===== config.mk =====
export PLATFORM = sky130hd
export DESIGN_NAME = watchdog_wake_can_ctrl_regs
export DESIGN_NICKNAME = d
export VERILOG_FILES = /design/src/ctrl_regs_pkg.sv /design/src/ctrl_regs_if.sv /design/src/ctrl_field_decode.sv /design/src/watchdog_wake_can_ctrl_regs.sv
export VERILOG_INCLUDE_DIRS = /design/src
export SDC_FILE = /design/constraint.sdc
export NUM_CORES = 1
export LEC_CHECK = 0
export ABC_AREA = 1
export BUFFER_PORTS_ARGS = -buffer_cell sky130_fd_sc_hd__buf_4
export CORE_MARGIN = 2
export CORE_UTILIZATION = 41
export CTS_CLUSTER_DIAMETER = 40
export DETAILED_ROUTE_END_ITERATION = 10
export MAX_ROUTING_LAYER = met4
export PLACE_DENSITY = 0.75
export REMOVE_ABC_BUFFERS = 1
export SETUP_SLACK_MARGIN = 0.2
export SYNTH_ARGS = -nofsm -noshare
export SYNTH_HDL_FRONTEND = slang
export SYNTH_SLANG_ARGS = --single-unit

===== constraint.sdc =====
create_clock -name clock -period 2.9 [get_ports clock]
set_input_delay 0.29 -clock clock [delete_from_list [all_inputs] [get_ports clock]]
set_output_delay 0.29 -clock clock [all_outputs]
set_load 0.05 [all_outputs]

===== src/ctrl_regs_map.svh =====
`ifndef CTRL_REGS_MAP_SVH
`define CTRL_REGS_MAP_SVH
// Register addresses (7-bit)
`define ADDR_WATCHDOG_CONTROL 7'h03
`define ADDR_BUS_CONTROL_ZERO 7'h04
`define ADDR_INTERNAL_WAKE_CONTROL 7'h06
`define ADDR_EXTERNAL_WAKE_CONTROL 7'h07
// Reset values on power-on or soft reset
`define RST_WATCHDOG_CONTROL 8'h14
`define RST_BUS_CONTROL_ZERO 8'h00
`define RST_INTERNAL_WAKE_CONTROL 8'h00
`define RST_EXTERNAL_WAKE_CONTROL 8'h01
// Writable bit masks (reserved bits clear)
`define MASK_WATCHDOG_CONTROL 8'hF7
`define MASK_BUS_CONTROL_ZERO 8'h07
`define MASK_INTERNAL_WAKE_CONTROL 8'h44
`define MASK_EXTERNAL_WAKE_CONTROL 8'hA1
// Restart: bits kept from before, and value forced in the others
`define KEEP_WATCHDOG_CONTROL 8'hB0
`define RSTRT_WATCHDOG_CONTROL 8'h04
`define KEEP_INTERNAL_WAKE_CONTROL 8'h40
`define KEEP_EXTERNAL_WAKE_CONTROL 8'hA1
// Field positions
`define POS_CHECKSUM 7
`define POS_STOP_DOG_OFF_LO 6
`define POS_WINDOW_TYPE 5
`define POS_DOG_START_BUS_WAKE 4
`define POS_TIMER_WAKE_EN 6
`define POS_STOP_DOG_OFF_HI 2
`define POS_IRQ_GLOBAL 7
`define POS_VOLTAGE_SENSE 5
`define POS_PIN_WAKE_EN 0
// CAN mode low-bit codes
`define CAN_LO_OFF 2'h0
`define CAN_LO_WAKE 2'h1
`define CAN_LO_RXONLY 2'h2
`define CAN_LO_NORMAL 2'h3
// Development-mode reset value of the CAN field
`define CAN_DEV_RESET 3'h3
`endif


===== src/ctrl_regs_pkg.sv =====
package ctrl_regs_pkg;
  // Transceiver modes decoded from the low two CAN bits
  typedef enum logic [1:0] {
    CAN_OFF, CAN_WAKE, CAN_RXONLY, CAN_NORMAL
  } can_mode_t;
  // Device mode change events seen by this register slice
  typedef enum logic [2:0] {
    EV_NONE, EV_SLEEP, EV_STOP, EV_STOP_TO_NORMAL, EV_FAILSAFE, EV_RESTART
  } mode_event_t;
endpackage : ctrl_regs_pkg


===== src/ctrl_regs_if.sv =====
`timescale 1ns/1ps
// Carries the register bytes from the bank into the decode module and the decoded fields back
interface ctrl_regs_if;
  logic [7:0] wd_q;
  logic [7:0] bus_q;
  logic [7:0] iwk_q;
  logic [7:0] ewk_q;
  logic stop_dog_off_lo;
  logic stop_dog_off_hi;
  logic window_type_select;
  logic dog_start_on_bus_wake;
  logic [2:0] dog_period_field;
  logic [2:0] can_mode;
  logic selective_wake;
  logic cyclic_timer_wake_enable;
  logic irq_global;
  logic pin_voltage_sense_select;
  logic pin_wake_enable;
  logic checksum_ok;
  modport bank (output wd_q, output bus_q, output iwk_q, output ewk_q,
    input stop_dog_off_lo, input stop_dog_off_hi, input window_type_select,
    input dog_start_on_bus_wake, input dog_period_field, input can_mode,
    input selective_wake, input cyclic_timer_wake_enable, input irq_global,
    input pin_voltage_sense_select, input pin_wake_enable,
    input checksum_ok);
  modport decode (input wd_q, input bus_q, input iwk_q, input ewk_q,
    output stop_dog_off_lo, output stop_dog_off_hi,
    output window_type_select, output dog_start_on_bus_wake,
    output dog_period_field, output can_mode, output selective_wake,
    output cyclic_timer_wake_enable, output irq_global,
    output pin_voltage_sense_select, output pin_wake_enable,
    output checksum_ok);
endinterface : ctrl_regs_if


===== src/ctrl_field_decode.sv =====
`timescale 1ns/1ps
`include "ctrl_regs_map.svh"
// Splits the stored register bytes into named control fields
module ctrl_field_decode (
  ctrl_regs_if.decode f
);
  // Watchdog fields
  assign f.stop_dog_off_lo = f.wd_q[`POS_STOP_DOG_OFF_LO];
  assign f.window_type_select = f.wd_q[`POS_WINDOW_TYPE];
  assign f.dog_start_on_bus_wake = f.wd_q[`POS_DOG_START_BUS_WAKE];
  assign f.dog_period_field = f.wd_q[2:0];
  // Even parity across the whole byte means the checksum is good
  assign f.checksum_ok = ~(^f.wd_q);
  // CAN mode and its selective-wake bit
  assign f.can_mode = f.bus_q[2:0];
  assign f.selective_wake = f.bus_q[2];
  // Wake control fields
  assign f.cyclic_timer_wake_enable = f.iwk_q[`POS_TIMER_WAKE_EN];
  assign f.stop_dog_off_hi = f.iwk_q[`POS_STOP_DOG_OFF_HI];
  assign f.irq_global = f.ewk_q[`POS_IRQ_GLOBAL];
  assign f.pin_voltage_sense_select = f.ewk_q[`POS_VOLTAGE_SENSE];
  // Voltage sensing suppresses every wake from the pin
  assign f.pin_wake_enable = f.ewk_q[`POS_PIN_WAKE_EN] &
                             ~f.ewk_q[`POS_VOLTAGE_SENSE];
endmodule : ctrl_field_decode


===== src/watchdog_wake_can_ctrl_regs.sv =====
`timescale 1ns/1ps
`include "ctrl_regs_map.svh"
// Summary of operation
// - Bit 6 turns watchdog off in Stop.
// - Bit 5 selects window or time-out watchdog.
// - Bit 4 starts watchdog after CAN wake.
// - Reserved bits always read back zero.
// - Watchdog resets 0x14; restart applies x0xx0100.
// - CAN field: off, wake, receive, normal, selective.
// - Hardware never changes the selective-wake bit.
// - Sleep without error turns normal into wake.
// - Receive-only: Sleep gives wake, Stop keeps it.
// - Wake-capable or off stays unchanged on entry.
// - Fail-Safe forces bus control to 0000 0x01.
// - Development mode resets CAN field to normal.
// - Restart clears bus upper bits, mode varies.
// - Internal wake bit 6 enables timer wake.
// - Internal wake bit 2 turns watchdog off.
// - Stop to Normal clears second watchdog-off bit.
// - Internal wake resets zero; restart keeps bit 6.
// - External bit 7 widens interrupt output scope.
// - External bit 5 selects sensing, blocks pin wake.
// - External wake resets 0x01; restart keeps x bits.
// - Fail-Safe without sensing re-enables pin wake.
module watchdog_wake_can_ctrl_regs (
  input wire logic clock,
  input wire logic resetn,
  input wire logic soft_reset,
  input wire logic development_mode,
  input wire logic system_error_flag,
  input wire ctrl_regs_pkg::mode_event_t mode_event,
  input wire logic [2:0] restart_can_mode,
  input wire logic [6:0] reg_addr,
  input wire logic reg_write,
  input wire logic [7:0] reg_wdata,
  output logic [7:0] reg_rdata,
  output logic stop_dog_off_lo,
  output logic stop_dog_off_hi,
  output logic window_type_select,
  output logic dog_start_on_bus_wake,
  output logic [2:0] dog_period_field,
  output logic watchdog_checksum_ok,
  output logic [2:0] can_mode,
  output logic selective_wake,
  output logic cyclic_timer_wake_enable,
  output logic irq_global,
  output logic pin_voltage_sense_select,
  output logic pin_wake_enable
);
  // All bank state held in one packed struct
  typedef struct packed {
    logic [7:0] wd;
    logic [7:0] bus;
    logic [7:0] iwk;
    logic [7:0] ewk;
    logic dev_seen;
  } state_t;

  state_t state_q; // Registered state
  state_t state_d; // Next state
  ctrl_regs_if fields (); // Decoded fields
  ctrl_regs_pkg::can_mode_t low_mode; // Current transceiver mode

  assign fields.wd_q = state_q.wd;
  assign fields.bus_q = state_q.bus;
  assign fields.iwk_q = state_q.iwk;
  assign fields.ewk_q = state_q.ewk;

  // Field decode lives in its own module so the bank stays readable
  ctrl_field_decode u_decode (
    .f(fields)
  );

  assign low_mode = ctrl_regs_pkg::can_mode_t'(state_q.bus[1:0]);

  // Next-state: software write first, then hardware events override
  always_comb begin
    state_d = state_q;
    // Development strap is taken once after reset release
    if (!state_q.dev_seen) begin
      state_d.dev_seen = 1'b1;
      if (development_mode) begin
        state_d.bus = {5'h00, `CAN_DEV_RESET};
      end
    end
    // Software write, masked so reserved bits stay zero
    if (reg_write) begin
      case (reg_addr)
        `ADDR_WATCHDOG_CONTROL: begin
          state_d.wd = reg_wdata & `MASK_WATCHDOG_CONTROL;
        end
        `ADDR_BUS_CONTROL_ZERO: begin
          state_d.bus = reg_wdata & `MASK_BUS_CONTROL_ZERO;
        end
        `ADDR_INTERNAL_WAKE_CONTROL: begin
          state_d.iwk = reg_wdata & `MASK_INTERNAL_WAKE_CONTROL;
        end
        `ADDR_EXTERNAL_WAKE_CONTROL: begin
          state_d.ewk = reg_wdata & `MASK_EXTERNAL_WAKE_CONTROL;
        end
        default: begin
          // Writes elsewhere belong to other banks
        end
      endcase
    end
    // Hardware events act on the current value and win over a write; Stop to Normal only clears its bit in the new value
    case (mode_event)
      ctrl_regs_pkg::EV_SLEEP: begin
        // Error-free normal or receive-only both fall back to wake capable
        if ((low_mode == ctrl_regs_pkg::CAN_NORMAL && !system_error_flag)
            || low_mode == ctrl_regs_pkg::CAN_RXONLY) begin
          state_d.bus = {5'h00, state_q.bus[2], `CAN_LO_WAKE};
        end else begin
          // Off and wake capable are kept, as is an erroneous normal
          state_d.bus = state_q.bus;
        end
      end
      ctrl_regs_pkg::EV_STOP: begin
        // Receive-only stays; nothing else is touched either
        state_d.bus = state_q.bus;
      end
      ctrl_regs_pkg::EV_STOP_TO_NORMAL: begin
        state_d.iwk[`POS_STOP_DOG_OFF_HI] = 1'b0;
      end
      ctrl_regs_pkg::EV_FAILSAFE: begin
        // Selective-wake bit is never altered by hardware
        state_d.bus = {5'h00, state_q.bus[2], `CAN_LO_WAKE};
        if (!state_q.ewk[`POS_VOLTAGE_SENSE]) begin
          state_d.ewk = (state_q.ewk & 8'hA0) | 8'h01;
        end
      end
      ctrl_regs_pkg::EV_RESTART: begin
        state_d.wd = (state_q.wd & `KEEP_WATCHDOG_CONTROL)
                     | `RSTRT_WATCHDOG_CONTROL;
        // Low mode bits come from the cause; top bit is software-owned
        state_d.bus = {5'h00, state_q.bus[2],
                       restart_can_mode[1:0]};
        state_d.iwk = state_q.iwk & `KEEP_INTERNAL_WAKE_CONTROL;
        state_d.ewk = state_q.ewk & `KEEP_EXTERNAL_WAKE_CONTROL;
      end
      default: begin
        // No mode change this cycle
      end
    endcase
    // Soft reset beats everything and re-reads the strap
    if (soft_reset) begin
      state_d.wd = `RST_WATCHDOG_CONTROL;
      state_d.bus = `RST_BUS_CONTROL_ZERO;
      state_d.iwk = `RST_INTERNAL_WAKE_CONTROL;
      state_d.ewk = `RST_EXTERNAL_WAKE_CONTROL;
      state_d.dev_seen = 1'b0;
    end
  end

  // State register; asynchronous reset loads constants only
  always_ff @(posedge clock or negedge resetn) begin
    if (!resetn) begin
      state_q.wd <= `RST_WATCHDOG_CONTROL;
      state_q.bus <= `RST_BUS_CONTROL_ZERO;
      state_q.iwk <= `RST_INTERNAL_WAKE_CONTROL;
      state_q.ewk <= `RST_EXTERNAL_WAKE_CONTROL;
      state_q.dev_seen <= 1'b0;
    end else begin
      state_q <= state_d;
    end
  end

  // Readback is combinational from stored state; reserved bits are zero
  always_comb begin
    case (reg_addr)
      `ADDR_WATCHDOG_CONTROL: reg_rdata = state_q.wd;
      `ADDR_BUS_CONTROL_ZERO: reg_rdata = state_q.bus;
      `ADDR_INTERNAL_WAKE_CONTROL: reg_rdata = state_q.iwk;
      `ADDR_EXTERNAL_WAKE_CONTROL: reg_rdata = state_q.ewk;
      default: reg_rdata = 8'h00;
    endcase
  end

  // Field outputs, all derived from flip-flops
  assign stop_dog_off_lo = fields.stop_dog_off_lo;
  assign stop_dog_off_hi = fields.stop_dog_off_hi;
  assign window_type_select = fields.window_type_select;
  assign dog_start_on_bus_wake = fields.dog_start_on_bus_wake;
  assign dog_period_field = fields.dog_period_field;
  assign watchdog_checksum_ok = fields.checksum_ok;
  assign can_mode = fields.can_mode;
  assign selective_wake = fields.selective_wake;
  assign cyclic_timer_wake_enable = fields.cyclic_timer_wake_enable;
  assign irq_global = fields.irq_global;
  assign pin_voltage_sense_select = fields.pin_voltage_sense_select;
  assign pin_wake_enable = fields.pin_wake_enable;
endmodule : watchdog_wake_can_ctrl_regs


======== After elaboration in Yosys (flattened, before gate mapping) ========
Cells that the tools add are included.
W data, S select, Z words.
storage, ports and cells
  register bits after elaboration ......... 33
  bits of input ports ..................... 27
  output and inout port bits .............. 24
  word-level logic and storage cells ...... 69
cells by class
  equal/unequal tests ..................... 17
  multiplexer cells ....................... 17
  bitwise logic cells ..................... 3
  reduce and logical (&&, ||, !) cells .... 21
operators with widths
  cell                  count
  $mux W8               9
  $pmux W8 S4           2
  $mux W33              1
  $mux W32              1
  $eq A7 B3 Y1 const B  3
  $pmux W8 S2           1
  $reduce_bool A3 Y1    5
  $reduce_and A2 Y1     5
  $ne A2 B2 Y1 const B  4
  $reduce_xor A8 Y1     1
  $eq A7 B2 Y1 const B  1
  $eq A3 B2 Y1 const B  2
  $eq A3 B3 Y1 const B  2
  $ne A3 B3 Y1 const B  2
  $reduce_and A3 Y1     2
  $reduce_bool A2 Y1    3
  $mux W5               1
  $eq A2 B2 Y1 const B  2
  $reduce_and A4 Y1     1
  $eq A3 B1 Y1 const B  1
  $mux W2               1
  $not A1 Y1            2
  $reduce_or A2 Y1      1
  $and A1 B1 Y1         1
  other kinds (4)       4

======== Longest topological paths before layout ========
Gate-level depths: netlist of the first run.
  word-level depth ........................ 7
  mapped depth ............................ 9
  mapped depth without buffers ............ 9

======== Hierarchy ========
From an unflattened synthesis of the first run, not the netlist that was laid out.
unflattened totals
  cell total of the unflattened synthesis .. 261
  area, all modules ....................... 1843.0 µm²
modules (own cells, without submodules)
  module                       times used  cells an instance  area an instance (µm²)  sequential area each (µm²)
  watchdog_wake_can_ctrl_regs  1           208                1585.3                  654.4
  ctrl_field_decode            1           53                 257.7                   0.0

======== Worst setup path before layout of the first run ========
OpenSTA, ideal clock, no wires.
  kind .................................... reg2out
  start point ............................. register state_q (netlist bit fields.wd_q[4])
  end point ............................... output watchdog_checksum_ok
  arrival time ............................ 1.814 ns
  required time ........................... 2.610 ns
  slack ................................... 0.796 ns
  cell stages (with the launch flop) ...... 4
  path buffers ............................ 0
  cells stage by stage .................... dfstp_2 -> xor2_1 -> xnor2_1 -> xnor2_1
on the way
  word-level cells in the longest chain between the ends .. 2
RTL lines
  element                   line                                text
  start: declaration        watchdog_wake_can_ctrl_regs.sv:59   state_t state_q;
  start signal: assignment  watchdog_wake_can_ctrl_regs.sv:164  state_q <= state_d;
  $reduce_xor A8 Y1         ctrl_field_decode.sv:13             assign f.checksum_ok = ~(^f.wd_q);
  $not A1 Y1                ctrl_field_decode.sv:13
  end: declaration          watchdog_wake_can_ctrl_regs.sv:42   output logic watchdog_checksum_ok,
No other way between the ends.

======== Worst setup path after layout of the first run ========
Same ends and word-level chain as after synthesis.

==> results.cfg, run 1 <==
[worst_setup_path]
critPathMaxFanout = 4
critPathTopFamily = flip-flops
cpMostUsedCell = xnor2_1
crit_cells = 4
path_cells = xor2_1 -> xnor2_1 -> xnor2_1 -> buf_4
crit_end = watchdog_checksum_ok
cp-start-kind = flop
setup.worst_path.start = fields.wd_q[4]
cp-end-kind = output pin
critPathRequiredTime_ns = 2.61
critPathMaxStageDelay_ns = 0.58
cp.arrival_ns = 1.53
cpMaxStageDelayCell = dfstp_2
reg2regPathDepth = 8
critical_path_class = reg -> out
reg2reg_slack_ns = 1.61
crit_buf_inv = 1
r2r_end = fields.ewk_q[5]
regToRegStartpoint = fields.ewk_q[5]

[logic_synthesis]
netlist_area_um2 = 1650
muxShareOfSynthArea_pct = 0
synthFlopType = dfrtp_1
synth_top_area_cell = dfrtp_1
synth_enable_flop_cells = 0
avgSynthCellArea_um2 = 7.12
async_flop_share_pct = 100
synth-simple-area-share_pct = 39.5
synth_compound_area_share_pct = 6.96
synth_seq_area_share_pct = 39.6
synthXorXnorAreaFrac_pct = 3.18
synth_top_area_share_pct = 34.8
synth_warnings = 0
synthTopCellsByArea = dfrtp_1, nand2_1, inv_1, nor2_1, nand3_1
synth_top_family_by_area = simple AND/OR/NAND/NOR gates
yosys.area_share.adder_pct = 0
syn-instance-count = 232
ys_ff_latch = 26
yosysMostFrequentCell = nand2_1
synth_cell_types = 30
synth_common_cells = nand2_1, inv_1, nor2_1

[clocking]
clock_latency_ns = 0.28
cts_buffer_depth = 2
htree_levels = 1
cts_tree = built
cts.repair.resized = 0
cts-buffers-inserted = 3
cts-root-buf = clkbuf_8
cts_setup_buffers = 0
ctsHoldBuffers = 1
numClockSinks = 26
cts.clk_slew.worst_paths_ns = 0.09

[timing]
period_share_pct = 62.9
setup_tns_ns = 0
finalHoldViolCount = 0
timing.final.ws_setup_ns = 1.08
relSlewSlack_pct = 67.5
clock_skew_ns = 0.00337
rsz0062_at_grt = no
slew_viol_final = 0
clock.fmax_mhz = 548
fin_crit_ns = 1.82
hold-worst-slack_ns = 0.232
worstMarginPinSlew_ns = 0.486
report.final.setup_viol = 0

[finish]
drive_gt1_share_pct = 25.6
fillCellCount = 398
area_delta_synth_final_pct = 27.2
fin_area_um2 = 2100
nNetsFinal = 305
diodes = 0

[power_and_ir_drop]
total_power_uw = 854
ir_drop_v = 0.000201
p_per_area_nw_per_um2 = 406
p_int_uw = 615
p_clk_share_pct = 35.7
power.switching_uw = 238
p_comb_share_pct = 19.9
seqPwrFrac_pct = 44.4
switching_share_pct = 27.9
leakage_uw = 0.00109

[floorplanning]
rows = 23
start_util_pct = 41.9
die_w_um = 67.5
die_area_um2 = 4550
die_height_um = 67.5
io_pins = 51
core_um2 = 3940

[global_route]
grt_max_degree = 27
grt_pass1_wl_um = 6670
grtUsageTotal_pct = 20.3
grt_antenna_before_repair = 0
first_global_vias = 1445
gr-total-overflow = 0

[detailed_routing]
wire_per_inst_um = 12.8
via_per_inst = 4.90
drc = 0
wl_um = 4170
vias = 1603
first_iter_violations = 62
drtPass1Iterations = 4
ant_nets = 0

[place]
port_buffers = 48
dp_hpwl_um = 3310
dp_slack_ns = 1.10
dpl_cell_area_um2 = 2020
globalplace.congestion = 0.840

[run_status]
status = finished clean

[worst_hold_path]
worst_hold_path_type = in -> reg
whs_path_depth = 3

[flow_run]
max_cap_viol_count = 0
[layout by cell type, fill, tap and decap left out]
cell type	synthesis	final
nand2_1	78	78
buf_4	6	48
inv_1	29	29
nor2_1	25	25
dfrtp_1	23	23
nand3_1	18	18
nand4_1	5	5
o211ai_1	5	5
a21oi_1	5	5
xnor2_1	4	4
nand2_2	3	3
nor2_4	3	3
o21ai_0	3	3
nor3_1	3	3
clkbuf_8	0	3
dfstp_2	3	3
inv_2	2	2
nand3_2	2	2
xor2_1	2	2
inv_4	1	1
nand3_4	1	1
nor3_4	1	1
nor2_2	1	1
o22ai_1	1	1
nor3_2	1	1
o221ai_1	1	1
o21ai_2	1	1
nor3b_1	1	1
o21a_1	1	1
a31oi_1	1	1
bufinv_16	0	1
dlygate4sd3_1	0	1
[layer usage]
metal	part of all wire [%]	global-route usage (%)
met5	0	-
met4	1.6	7.40
met3	4.5	1.50
met2	47	32.1
met1	47	27.3
[registers in the layout, indices dropped and copies added (netlist names)]
| register | cells |
|---|---|
| fields.wd_q | 7 |
| fields.ewk_q | 8 |
| fields.bus_q | 8 |
| fields.iwk_q | 2 |
| state_q | 1 |
[worst min-delay path, stage by stage]
cell and delay [ns]:
buf_4 0.09, nand2_1 0.05, nand2_1 0.05
[cell type report]
cell class	instances	area, um2	area share (%)
timing repair buffer	49	370	17.6
inverter	32	123	5.83
clock buffer	3	41.3	1.96
multi-input combinational	166	821	39.0
tap	50	62.6	2.98
clock inverter	1	30.0	1.43
sequential	26	654	31.1
[worst min path at each step]
stage / startpoint / to / slack (ns)
CTS: reg_wdata[5] / fields.ewk_q[5] / 0.23
floorplan: resetn / fields.bus_q[0] / -0.006
global route: reg_wdata[5] / fields.ewk_q[5] / 0.24
global placement: resetn / fields.bus_q[3] / 0.21
finish: reg_wdata[5] / fields.ewk_q[5] / 0.23
detailed placement: resetn / fields.bus_q[5] / 0.22
[metrics by stage]
step / util, % / instances
CTS: 53.3 / 327
global placement: 51.3 / 322
floorplan: - / 224
finish: 53.3 / 327
global route: 53.3 / 327
detailed placement: 51.3 / 322
[cells by family (layout without fill, tap and decap cells)]
| kind of cell | Yosys count | in the layout |
|---|---|---|
| buf+inv | 40 | 85 |
| compound gates | 18 | 18 |
| flops | 26 | 26 |
| simple gates | 142 | 142 |
| xor+xnor | 6 | 6 |
[power by group through the flow]
stage,Combinational [uW],Clock [uW],Sequential (uW)
floorplan,75.4,0,408
global placement,167,0,386
detailed placement,169,0,386
CTS,171,309,379
global route,187,325,381
finish,170,304,379
Power figures use the tool's default switching activity.
==> run 2, diff against run 1 <==
clock period = 1.8 ns   (was 2.9 ns; I/O delays follow)
==> run 2 against run 1 <==
Compared with the run above:
- sequential power increased by 61%
- count of clock-buffer cells in the layout unchanged
- total power increased by 62%
- die area unchanged
- clock power increased by 61%
- sequential share of layout area decreased by 1.3 points
- critical path type unchanged
- largest power group unchanged
==> results.cfg, run 2 (synthesis results as in run 1) <==
[timing]
finalHoldViolCount = 0
clock.fmax_mhz = 591
timing.final.ws_setup_ns = 0.109
report.final.setup_viol = 0
period_share_pct = 93.9
fin_crit_ns = 1.69
relSlewSlack_pct = 78.1
rsz0062_at_grt = yes
clock_skew_ns = 0.00582
worstMarginPinSlew_ns = 0.329
slew_viol_final = 0
hold-worst-slack_ns = 0.141

[clocking]
numClockSinks = 26
cts.clk_slew.worst_paths_ns = 0.09
cts-buffers-inserted = 3
cts_buffer_depth = 2
htree_levels = 1
cts-root-buf = clkbuf_8
cts_tree = built
clock_latency_ns = 0.28

[worst_setup_path]
path_cells = xor2_1 -> xnor2_1 -> xnor2_1 -> buf_4
cpMaxStageDelayCell = dfstp_2
cpMostUsedCell = xnor2_1
cp.arrival_ns = 1.51
critPathMaxStageDelay_ns = 0.55
cp-end-kind = output pin
critPathRequiredTime_ns = 1.62
critical_path_class = reg -> out
cp-start-kind = flop
critPathMaxFanout = 2

[floorplanning]
start_util_pct = 41.9
die_height_um = 67.5
io_pins = 51
die_area_um2 = 4550
core_um2 = 3940
die_w_um = 67.5
rows = 23

[global_route]
first_global_vias = 1484
grtUsageTotal_pct = 20.3
grt_max_degree = 27
grt_antenna_before_repair = 0
grt_pass1_wl_um = 6710
gr-total-overflow = 0

[finish]
regArea_um2 = 654
area_delta_synth_final_pct = 32.9
fin_area_um2 = 2200
nNetsFinal = 315
fillCellCount = 380
multi_input_area_um2 = 836
layout_commonest_cell = nand2_1
utilization_pct = 55.7
diodes = 0
drive_gt1_share_pct = 29.3
layout_common_cells = nand2_1, buf_4, inv_1, nor2_1, dfrtp_1
final_cells = 337

[place]
port_buffers = 48
dpl_cell_area_um2 = 2030
dp_slack_ns = 0.216
globalplace.congestion = 0.836
dp_cells = 323
dp_hpwl_um = 3340

[detailed_routing]
first_iter_violations = 54
ant_nets = 0
vias = 1677
wire_per_inst_um = 12.7
wl_um = 4280
via_per_inst = 4.98
drtPass1Iterations = 4
drc = 0

[worst_hold_path]
worst_hold_path_type = in -> reg

[power_and_ir_drop]
leakage_uw = 0.00114
ir_drop_v = 0.000262
p_per_area_nw_per_um2 = 631

[run_status]
status = finished clean

[flow_run]
max_cap_viol_count = 0
-- run 2: changes by cell type in the layout (fill, tap and decap cells not counted), sizes merged --
cell	change
buf	+10
-- run 2: area by class of cell --
class,count,area share (%)
clock inverters,1,1.37
repair buffers,59,20.5
inverters,32,5.58
flip-flops and latches,26,29.8
multi-input cells,166,38.1
clock buffers,3,1.88
well taps,50,2.85
-- run 2: metrics by stage --
stage	TNS (ns)	power [uW]
2_1_floorplan	-0.196	778
3_3_place_gp	0	894
3_5_place_dp	0	897
4_1_cts	0	1390
5_1_grt	0	1440
6_report	0	1390
-- run 2: worst paths after layout --
path / from / endpoint / slack, ns / depth (start not counted)
hold / removal: reg_wdata[7] / fields.ewk_q[7] / 0.14 / 3
min in group asynchronous: resetn / fields.bus_q[7] / 0.34 / 2
max in group asynchronous: resetn / fields.wd_q[2] / 1.16 / 2
setup reg to reg: fields.ewk_q[5] / fields.ewk_q[5] / 0.48 / 8
setup / recovery: fields.wd_q[4] / watchdog_checksum_ok / 0.11 / 4
hold reg to reg: fields.wd_q[2] / fields.wd_q[2] / 0.49 / 2
-- run 2: routing by layer --
metal  vias up  part of all wire (%)  track usage (%)
met1       774                    44             27.1
met4         0                   1.4             6.89
met5         -                     0                -
li1        838                     -                -
met3         5                   5.7             1.50
met2        60                    49             32.8
-- run 2: repair_timing --
action                     CTS  global route
hold endpoints to repair    23             0
setup endpoints to repair    1             7
pin swaps                    3             6
buffers inserted             2             7
hold buffers                 1             0
resized for setup            0             6
-- run 2: where the power goes --
group	switching (uW)	internal (uW)	leakage, uW
clock	192	298	0.0000357
combinational	183	103	0.000761
sequential	11.1	598	0.000347
-- run 2: worst max-delay path, delay by kind of cell (launching register included) --
kind                   cells  cell delay, ns
flip-flops                 1            0.55
XOR/XNOR                   3            0.46
buffers and inverters      1            0.22
